==> src/hdl/ea_decode_params.svh <==
// Constants for the operand sizing and effective-address front end.
// Contract
// RL1: Data registers 32 bits; byte/word/long low portions.
// RL2: Byte/word writes leave upper data bits unchanged.
// RL3: Bit zero least significant, bit 31 most.
// RL4: Address source uses low word or long.
// RL5: Address destination always written in full.
// RL6: Word operands sign-extended for address targets.
// RL7: High byte at even address, low at odd.
// RL8: Fetches and multibyte accesses only at even addresses.
// RL9: Long at n: high word n, low n+2.
// RL10: Instructions one to five words; opword sets length.
// RL11: Extensions ordered immediate, source, then destination.
// RL12: Writes data space; reads data except PC-relative.
// RL13: Effective address is mode and register fields.
// RL14: Extension words follow opword, part of instruction.
// RL15: Register field selects number; opcode selects kind.
// RL16: Data-register-direct uses numbered data register.
// RL17: Address-register-direct uses numbered address register.
// RL18: Indirect address is register; jumps make program refs.
// RL19: Postincrement adds one, two or four after access.
// RL20: Byte postincrement of stack pointer adds two.
// RL21: Register seven is supervisor or user stack pointer.
// RL22: Mode bits 5..3, register bits 2..0.
`ifndef EA_DECODE_PARAMS_SVH
`define EA_DECODE_PARAMS_SVH
`define EA_MODE_HI 5
`define EA_MODE_LO 3
`define EA_REG_HI 2
`define EA_REG_LO 0
`define REG_RESET 32'h0000_0000
`define SP_INDEX 3'h7
`define MAX_INSN_WORDS 3'h5
`define INC_BYTE 32'h0000_0001
`define INC_WORD 32'h0000_0002
`define INC_LONG 32'h0000_0004
`define MODE_DATA_DIRECT 3'h0
`define MODE_ADDR_DIRECT 3'h1
`define MODE_INDIRECT 3'h2
`define MODE_POSTINC 3'h3
`endif

==> src/hdl/ea_decode_pkg.sv <==
// Types shared by the effective-address front end.
package ea_decode_pkg;
    typedef enum logic [1:0] {SIZE_BYTE, SIZE_WORD, SIZE_LONG, SIZE_NONE} size_type;
    typedef struct packed {
        logic valid;
        logic [15:0] op_word;
        size_type size;
        logic ea_is_dest;
        logic dest_is_addr;
        logic [2:0] dest_reg;
        logic is_jump;
        logic [2:0] imm_words;
        logic [2:0] src_ext_words;
        logic [2:0] dst_ext_words;
        logic [31:0] wdata;
    } request_type;
    typedef struct packed {
        logic valid;
        logic illegal;
        logic [31:0] operand;
        logic [31:0] address;
        logic addr_valid;
        logic program_space;
        logic [2:0] insn_words;
        logic [1:0] first_ext;
        logic misaligned;
    } result_type;
endpackage

==> src/hdl/operand_sizing_ea_decode.sv <==
// Effective-address decode, register file sizing and postincrement update.
`timescale 1ns/1ns
`include "ea_decode_params.svh"
module operand_sizing_ea_decode (
    input wire logic core_clk,
    input wire logic rstn,
    input wire logic clk_en,
    input wire logic supervisor,
    input wire ea_decode_pkg::request_type req,
    output ea_decode_pkg::result_type res_q,
    output logic [31:0] mem_word_addr_q,
    output logic [31:0] mem_second_addr_q
);
    import ea_decode_pkg::*;

    // ************************************************************
    // Register file
    // ************************************************************
    logic [31:0] data_reg_q [0:7]; // [RL3]
    logic [31:0] addr_reg_q [0:6];
    logic [31:0] supervisor_stack_pointer_q;
    logic [31:0] user_stack_pointer_q;

    logic [2:0] ea_mode;
    logic [2:0] ea_reg;
    assign ea_mode = req.op_word[`EA_MODE_HI:`EA_MODE_LO]; // [RL13] [RL22]
    assign ea_reg = req.op_word[`EA_REG_HI:`EA_REG_LO]; // [RL22]

    // Reading A7 always returns the active pointer; the other is hidden.
    function automatic logic [31:0] addr_read(input logic [2:0] n, input logic sup);
        logic [31:0] v;
        v = `REG_RESET;
        if (n == `SP_INDEX) begin
            v = sup ? supervisor_stack_pointer_q : user_stack_pointer_q; // [RL21]
        end else begin
            v = addr_reg_q[n];
        end
        return v;
    endfunction

    logic [31:0] ea_addr;
    logic [31:0] ea_data;
    logic [31:0] inc_amount;
    logic [31:0] sized_src;
    logic [31:0] word_ext;
    logic mode_ok;

    always_comb begin
        ea_addr = addr_read(ea_reg, supervisor); // [RL18]
        ea_data = data_reg_q[ea_reg];
        mode_ok = (ea_mode == `MODE_DATA_DIRECT) || (ea_mode == `MODE_ADDR_DIRECT) ||
                  (ea_mode == `MODE_INDIRECT) || (ea_mode == `MODE_POSTINC);
        case (req.size)
            SIZE_BYTE: begin
                // Stack pointer stays word aligned on byte pops.
                inc_amount = (ea_reg == `SP_INDEX) ? `INC_WORD : `INC_BYTE; // [RL20]
            end
            SIZE_WORD: begin
                inc_amount = `INC_WORD; // [RL19]
            end
            default: begin
                inc_amount = `INC_LONG; // [RL19]
            end
        endcase
        // Source operand sized to its low portion; an address register gives its whole long except for words.
        sized_src = `REG_RESET;
        case (ea_mode)
            `MODE_DATA_DIRECT: begin
                case (req.size)
                    SIZE_BYTE: sized_src = {24'h000000, ea_data[7:0]}; // [RL1] [RL16]
                    SIZE_WORD: sized_src = {16'h0000, ea_data[15:0]}; // [RL1]
                    default: sized_src = ea_data; // [RL1]
                endcase
            end
            `MODE_ADDR_DIRECT: begin
                if (req.size == SIZE_WORD) begin
                    sized_src = {16'h0000, ea_addr[15:0]}; // [RL4] [RL17]
                end else begin
                    sized_src = ea_addr; // [RL4]
                end
            end
            default: begin
                sized_src = `REG_RESET;
            end
        endcase
        word_ext = {{16{req.wdata[15]}}, req.wdata[15:0]}; // [RL6]
    end

    // ************************************************************
    // Register write decode and data register writes
    // ************************************************************
    // The opcode picks the register kind; the number comes from a field.
    logic dwr;
    logic [2:0] dwr_n;
    logic awr;
    logic [2:0] awr_n;
    logic [31:0] awr_v;
    logic postinc;

    always_comb begin
        postinc = req.valid && (ea_mode == `MODE_POSTINC) && (req.size != SIZE_NONE);
        dwr = 1'b0;
        dwr_n = ea_reg;
        awr = 1'b0;
        awr_n = ea_reg;
        awr_v = req.wdata;
        if (req.valid && req.ea_is_dest) begin
            dwr = (ea_mode == `MODE_DATA_DIRECT); // [RL16]
            awr = (ea_mode == `MODE_ADDR_DIRECT); // [RL17]
        end else if (req.valid && !postinc) begin
            dwr = !req.dest_is_addr; // [RL15]
            awr = req.dest_is_addr; // [RL15]
            dwr_n = req.dest_reg;
            awr_n = req.dest_reg;
        end
        if (req.size == SIZE_WORD) begin
            awr_v = word_ext; // [RL6]
        end
        if (postinc) begin
            awr = 1'b1;
            awr_n = ea_reg;
            awr_v = ea_addr + inc_amount; // [RL19]
        end
    end

    always_ff @(posedge core_clk) begin
        if (!rstn) begin
            for (int i = 0; i < 8; i++) begin
                data_reg_q[i] <= `REG_RESET;
            end
        end else if (clk_en && dwr && req.size != SIZE_NONE) begin
            // Upper bits are held for narrow writes.
            case (req.size)
                SIZE_BYTE: data_reg_q[dwr_n][7:0] <= req.wdata[7:0]; // [RL2]
                SIZE_WORD: data_reg_q[dwr_n][15:0] <= req.wdata[15:0]; // [RL2]
                default: data_reg_q[dwr_n] <= req.wdata; // [RL1]
            endcase
        end
    end

    // ************************************************************
    // Address register and stack pointer writes
    // ************************************************************
    always_ff @(posedge core_clk) begin
        if (!rstn) begin
            for (int i = 0; i < 7; i++) begin
                addr_reg_q[i] <= `REG_RESET;
            end
            supervisor_stack_pointer_q <= `REG_RESET;
            user_stack_pointer_q <= `REG_RESET;
        end else if (clk_en && awr) begin
            if (awr_n == `SP_INDEX) begin
                if (supervisor) begin
                    supervisor_stack_pointer_q <= awr_v; // [RL21] [RL5]
                end else begin
                    user_stack_pointer_q <= awr_v; // [RL21] [RL5]
                end
            end else begin
                addr_reg_q[awr_n] <= awr_v; // [RL5]
            end
        end
    end

    // ************************************************************
    // Decode result
    // ************************************************************
    logic [2:0] total_words;
    always_comb begin
        // Opword plus immediate, source and destination extensions.
        total_words = 3'h1 + req.imm_words + req.src_ext_words + req.dst_ext_words; // [RL10] [RL14]
    end

    always_ff @(posedge core_clk) begin
        if (!rstn) begin
            res_q <= '0;
            mem_word_addr_q <= `REG_RESET;
            mem_second_addr_q <= `REG_RESET;
        end else if (clk_en) begin
            res_q.valid <= req.valid;
            res_q.illegal <= req.valid && (!mode_ok || total_words > `MAX_INSN_WORDS ||
                             req.size == SIZE_NONE); // [RL10]
            res_q.operand <= sized_src;
            res_q.insn_words <= total_words; // [RL10]
            // Index of the first extension word after the opword; immediate
            // comes first, then source, then destination.
            res_q.first_ext <= (req.imm_words != 3'h0) ? 2'h0 :
                               (req.src_ext_words != 3'h0) ? 2'h1 : 2'h2; // [RL11]
            res_q.addr_valid <= req.valid && (ea_mode == `MODE_INDIRECT ||
                                ea_mode == `MODE_POSTINC); // [RL18] [RL19]
            res_q.address <= ea_addr; // [RL18] [RL19]
            // Writes are never program space; only jumps through indirect are.
            res_q.program_space <= req.valid && !req.ea_is_dest && req.is_jump &&
                                   (ea_mode == `MODE_INDIRECT); // [RL12] [RL18]
            // Odd address is flagged for words and longs; bytes may be odd.
            res_q.misaligned <= req.valid && (ea_mode == `MODE_INDIRECT ||
                                ea_mode == `MODE_POSTINC) && ea_addr[0] &&
                                req.size != SIZE_BYTE; // [RL8]
            // High-order word at n, low-order word at n + 2; the high byte of
            // each word lives at its even address.
            mem_word_addr_q <= {ea_addr[31:1], 1'b0}; // [RL7] [RL9]
            mem_second_addr_q <= {ea_addr[31:1], 1'b0} + `INC_WORD; // [RL9]
        end
    end
endmodule

==> config.mk <==
export PLATFORM = sky130hd
export DESIGN_NAME = operand_sizing_ea_decode
export DESIGN_NICKNAME = d
export VERILOG_FILES = /design/src/hdl/ea_decode_pkg.sv /design/src/hdl/operand_sizing_ea_decode.sv
export VERILOG_INCLUDE_DIRS = /design/src /design/src/hdl
export SDC_FILE = /design/constraint.sdc
export NUM_CORES = 1
export LEC_CHECK = 0
export BUFFER_PORTS_ARGS = -buffer_cell sky130_fd_sc_hd__buf_2
export CAP_MARGIN = 20
export CELL_PAD_IN_SITES_DETAIL_PLACEMENT = 1
export CELL_PAD_IN_SITES_GLOBAL_PLACEMENT = 1
export CORE_UTILIZATION = 45
export DETAILED_ROUTE_END_ITERATION = 10
export PLACE_DENSITY = 0.78
export SLEW_MARGIN = 20
export SYNTH_ARGS = -nofsm -noshare
export SYNTH_HDL_FRONTEND = slang
export SYNTH_SLANG_ARGS = --single-unit
==> constraint.sdc <==
create_clock -name core_clk -period 4.5 [get_ports core_clk]
set_clock_uncertainty 0.05 [all_clocks]
set_input_delay 0 -clock core_clk [delete_from_list [all_inputs] [get_ports core_clk]]
set_output_delay 0 -clock core_clk [all_outputs]
set_load 0.05 [all_outputs]
Word level (Yosys, flattened, before mapping)
Memory sizes are Yosys's and may differ from the RTL's.
Cells that the tools add are included.
{ "totals": {"input_bits": 70, "mem_count": 2, "word_cells": 112, "mem_bits_rw": 480, "ff_bits": 201, "output_inout_bits": 138} }
{ "mem_list": {"columns": ["name", "depth", "width", "read_ports", "rd_clocked_by_memory_dff", "wr", "line_no", "rtl"], "rows": [
  ["data_reg_q", 8, 32, 1, 0, 8, "operand_sizing_ea_decode.sv:19", "logic [31:0] data_reg_q [0:7];"],
  ["addr_reg_q", 7, 32, 1, 0, 7, "operand_sizing_ea_decode.sv:20", "logic [31:0] addr_reg_q [0:6];"]
]} }
{ "op_classes": {"n_eq_ne": 8, "add_sub_neg": 5, "reduce_logical": 34, "n_lt_le_gt_ge": 1, "bitwise_logic": 4, "muxes": 45} }
{ "ops": {"columns": ["cell", "count"], "rows": [
  ["32-bit 2-to-1 mux", 7],
  ["32-bit one-hot mux with 2 select lines", 2],
  ["32-bit OR reduction", 2],
  ["32-bit by 2-bit adder with 32-bit output (second input constant)", 1],
  ["32-bit adder", 1],
  ["8-bit 2-to-1 mux", 3],
  ["1-bit 2-to-1 mux", 23],
  ["3-bit 2-to-1 mux", 6],
  ["1-bit logical AND", 14],
  ["3-bit adder", 2],
  ["3-bit by 2-bit == test with 1-bit output (second input constant)", 2],
  ["3-bit == test (second input constant)", 2],
  ["1-bit logical OR", 6],
  ["2-bit 2-to-1 mux", 3],
  ["3-bit one-hot mux with 2 select lines", 1],
  ["3-bit AND reduction", 2],
  ["3-bit nonzero test", 2],
  ["1-bit logical NOT", 4],
  ["1-bit by 3-bit adder with 3-bit output (first input constant)", 1],
  ["3-bit by 1-bit == test with 1-bit output (second input constant)", 1],
  ["3-bit greater-than comparator (second input constant)", 1],
  ["3-bit logical NOT", 1],
  ["1-bit OR", 3],
  ["2-bit by 1-bit == test with 1-bit output (second input constant)", 1],
  ["6 further kinds", 6]
]} }

Depth between registers and ports, before layout
{ "depth": {"depth_word": 16, "mapped_depth": 22, "depth_no_buf": 14} }

Least setup slack after synthesis
OpenSTA, ideal clock, no wires.
{ "synth_timing": {"path_type": "input-to-reg", "startpoint": "input req[48] in the netlist's numbering", "endpoint": "memory addr_reg_q[1][0], enable pin", "t_arrival_ps": 4005, "setup_slack_ps": -20, "setup_time_ps": 466, "path_stages": 8, "n_path_buf": 2, "required_time_ps": 3984, "cell_sequence": "buf_2 -> nand2_1 -> a311oi_2 -> mux2i_1 -> nand2b_1 -> or2_2 -> clkbuf_1 -> o21ai_0"} }
{ "synth_lines": {"columns": ["element", "line_no", "rtl"], "rows": [
  ["from (decl)", "operand_sizing_ea_decode.sv:9", "input wire ea_decode_pkg::request_type req,"],
  ["to (decl)", "operand_sizing_ea_decode.sv:20", null]
]} }

==> key figures <==
Run status
  – Outcome: completed

Global route
  – Global route overflow: 0
  – Gr usage total: 0.305
  – Vias in the first global route: 23,600
  – Antenna violations before repair: 9
  – Largest net degree at the start of global routing: 98
  – First-pass GRT wire length: 153,000 um

Power and ir drop
  – VDD IR max: 0.305 mV
  – P_leak: 13.6 nW
  – Power per Cell Area: 405 mW/mm2

Layout
  – Nets: 2,784
  – Synth-to-layout area growth: 15.5%
  – Layout cells sized above 1: 0.224

Clocking
  – CTS buffer count: 71
  – Setup bufs post-CTS: 0
  – CTS Sinks: 649
  – Root buffer cell: clkbuf_16
  – Longest Clk Path Bufs: 3
  – Clk pin slew, worst setup/hold paths: 60 ps
  – CTS tree: done
  – Worst-Skew Late Latency: 620 ps
  – Resized cells post-CTS: 0
  – Htree depth: 3
  – # hold bufs at CTS: 44

Placed design
  – DP Wirelength: 67,500 um
  – Port bufs: 195
  – Final GP Congestion: 0.988
  – DP Worst Slack: 458 ps

Route
  – Drt via density: 6.33
  – Initial DRC count: 2,664
  – Detailed-route wire length per cell: 28.8 um
  – Pre-Repair DR Iteration Count: 6
  – WL final: 104,000 um
  – Routed Antenna Nets: 0
  – Remaining DRCs: 0
  – Vias: 23,000

Synthesis
  – Area of the mapped netlist: 0.0304 mm2
  – Mapped Cells: 2,502
  – Synth async-reset ratio: 0
  – Mapped Avg Cell Area: 12.1 um2
  – Yosys warning total: 0
  – EDFF count, synth: 448
  – Synthesized flop and latch total: 649
  – Synth Flop Type: edfxtp_1
  – Seq/Total Area, Yosys: 0.575
  – Distinct cells, synth: 82

Worst setup path
  – Crit path DAT: 4390 ps
  – WP buf/inv: 4
  – R2r worst-path depth: 15
  – Critical Path RT: 4760 ps
  – Startpoint Class: flop
  – Worst Setup SP: user_stack_pointer_q[0]$_SDFFE_PN0P_
  – Crit-path cells: mux2_2 > mux4_2 > mux2i_1 > buf_4 > inv_1 > ha_1 > inv_1 > fa_1 > inv_1 > a21oi_1 > nor4_2 > nand2_4 > nor3_1 > mux2i_2 > a211oi_1
  – Reg-to-Reg End: addr_reg_q[0][28]$_SDFFCE_PN0P_
  – Top delay family on crit path: simple AND/OR/NAND/NOR gates
  – CP max stage delay: 570 ps
  – Crit path max fanout: 9
  – Critical path class: reg -> reg
  – Crit-path most repeated cell: inv_1
  – Worst setup EP type: flop
  – Crit-path slowest cell: nor4_2
  – Worst reg2reg setup slack: 370 ps
  – Reg-to-reg startpoint: user_stack_pointer_q[0]$_SDFFE_PN0P_

STA
  – Endpoints failing hold: 0
  – F_max: 242 MHz
  – Fin crit share: 0.917
  – Final WS setup: 373 ps
  – RSZ-0062 raised after global routing: false
  – Tightest Pin Transition: 1090 ps
  – Endpoints failing setup: 0
  – Slew HR: 0.274
  – Smallest hold slack: 47.3 ps
  – Setup_tns: 0 ps
  – Min cycle time layout: 4130 ps
  – Fin. max-slew vios: 0

Die
  – Rows: 94
  – CORE AREA: 0.0662 mm2
  – Die Width: 262 um
  – Die Span Y: 262 um
  – I/O pins: 208
  – Die area: 0.0685 mm2
  – Initial cell density of the core: 0.459

Hold path
  – Hold Path Stages: 5
  – Hold_sp: req[47]
  – Hold crit path type: in -> reg
  – Hold Crit Endpoint: res_q[72]$_SDFFE_PN0P_

Flow run
  – Max-Cap Viols: 0
-- power breakdown --
| group | switching (mW) | internal (mW) |
|---|---|---|
| combinational | 1.26 | 0.511 |
| clock | 2.42 | 3.28 |
| sequential | 0.103 | 6.62 |
| total | 3.78 | 10.4 |
-- cell type report --
cell class / count / area [um2]
fill: 6800 / 31100
clock buffer: 107 / 2090
inverter: 36 / 138
clock inverter: 23 / 154
multi-input combinational: 1584 / 11700
tap: 864 / 1080
timing repair buffer: 363 / 2450
antenna: 2 / 5.00
sequential: 649 / 17500
-- state kept, by name, indices dropped and copies added, names as in the netlist --
register                    count
addr_reg_q                    224
data_reg_q                    256
mem_second_addr_q              31
res_q                          74
supervisor_stack_pointer_q     32
user_stack_pointer_q           32
-- how the worst max path moves through the flow --
| stage | to | cells past startpoint |
|---|---|---|
| 2_1_floorplan | addr_reg_q[2][0]$_SDFFCE_PN0P_ | 7 |
| 3_3_place_gp | addr_reg_q[3][30]$_SDFFCE_PN0P_ | 12 |
| 3_5_place_dp | addr_reg_q[2][30]$_SDFFCE_PN0P_ | 15 |
| 4_1_cts | addr_reg_q[2][30]$_SDFFCE_PN0P_ | 15 |
| 5_1_grt | addr_reg_q[2][30]$_SDFFCE_PN0P_ | 15 |
| 6_report | addr_reg_q[0][28]$_SDFFCE_PN0P_ | 15 |
-- cells by family after synthesis --
| family | synth area share |
|---|---|
| AND/OR/NAND/NOR | 0.155 |
| flip-flops | 0.575 |
| AO/OA/AOI/OAI | 0.0902 |
| buffers and inverters | 0.0441 |
| multiplexers | 0.120 |
| XOR/XNOR | 0.0115 |
| adder cells (fa/ha/maj) | 0.00445 |
| other | 0.000123 |
-- layer usage --
layer / up-vias / track usage / part of all wire
li1: 9776 / - / -
met1: 11700 / 0.391 / 0.38
met2: 1194 / 0.504 / 0.48
met3: 254 / 0.0621 / 0.092
met4: 10 / 0.128 / 0.041
met5: - / 0 / 0.00053
-- cells in the mapped netlist, types with 12 or more instances --
| master | instances | area [um2] |
|---|---|---|
| xor2_1 | 17 | 149 |
| buf_4 | 39 | 293 |
| o2bb2ai_1 | 15 | 131 |
| buf_2 | 23 | 115 |
| nand4_1 | 22 | 138 |
| a211oi_1 | 94 | 706 |
| clkbuf_1 | 147 | 552 |
| o221ai_1 | 18 | 158 |
| inv_1 | 34 | 128 |
| mux4_1 | 12 | 315 |
| nor3_1 | 44 | 220 |
| nand2b_1 | 19 | 119 |
| a21oi_1 | 68 | 340 |
| o21ai_0 | 105 | 526 |
| and3_1 | 197 | 1230 |
| o22ai_1 | 19 | 119 |
| xnor2_1 | 23 | 201 |
| nand3_1 | 72 | 360 |
| nor2_1 | 345 | 1290 |
| mux4_2 | 89 | 2000 |
| edfxtp_1 | 448 | 13500 |
| nor4_1 | 16 | 100 |
| mux2i_1 | 115 | 1150 |
| nand2_1 | 67 | 251 |
| dfxtp_1 | 201 | 4020 |
| mux2_2 | 13 | 146 |
| and2_1 | 64 | 400 |
-- placed cells by master, fill, tap and decap left out, types with 19 or more instances in the layout --
master,n
edfxtp_1,448
mux4_2,89
and2_1,64
clkbuf_16,76
dlygate4sd3_1,44
o22ai_1,19
and3_1,196
mux2i_1,115
xnor2_1,23
nor3_1,43
a21oi_1,68
nor2_1,338
dfxtp_1,201
nand3_1,71
nand4_1,22
nand2_1,67
o21ai_0,98
nand2b_1,19
clkbuf_1,21
buf_2,191
inv_1,32
buf_4,120
a211oi_1,92
-- stage by stage --
stage,util,cell area (um2),power [mW],cells
6_report,0.530,35100,14.2,3628
5_1_grt,0.530,35100,14.5,3627
4_1_cts,0.530,35100,14.2,3626
3_5_place_dp,0.489,32400,8.55,3452
3_3_place_gp,0.489,32400,8.49,3452
2_1_floorplan,-,30400,7.91,2503
-- worst reg2reg max path: stages, from the launching register on --
cell and delay (ps):
dfxtp_1 350, mux2_2 160, mux4_2 230, mux2i_1 70
buf_4 170, inv_1 60, ha_1 200, inv_1 70
fa_1 410, inv_1 80, a21oi_1 110, nor4_2 570
nand2_4 240, nor3_1 400, mux2i_2 520, a211oi_1 160
No activity file was read; power rests on OpenSTA's default activity.
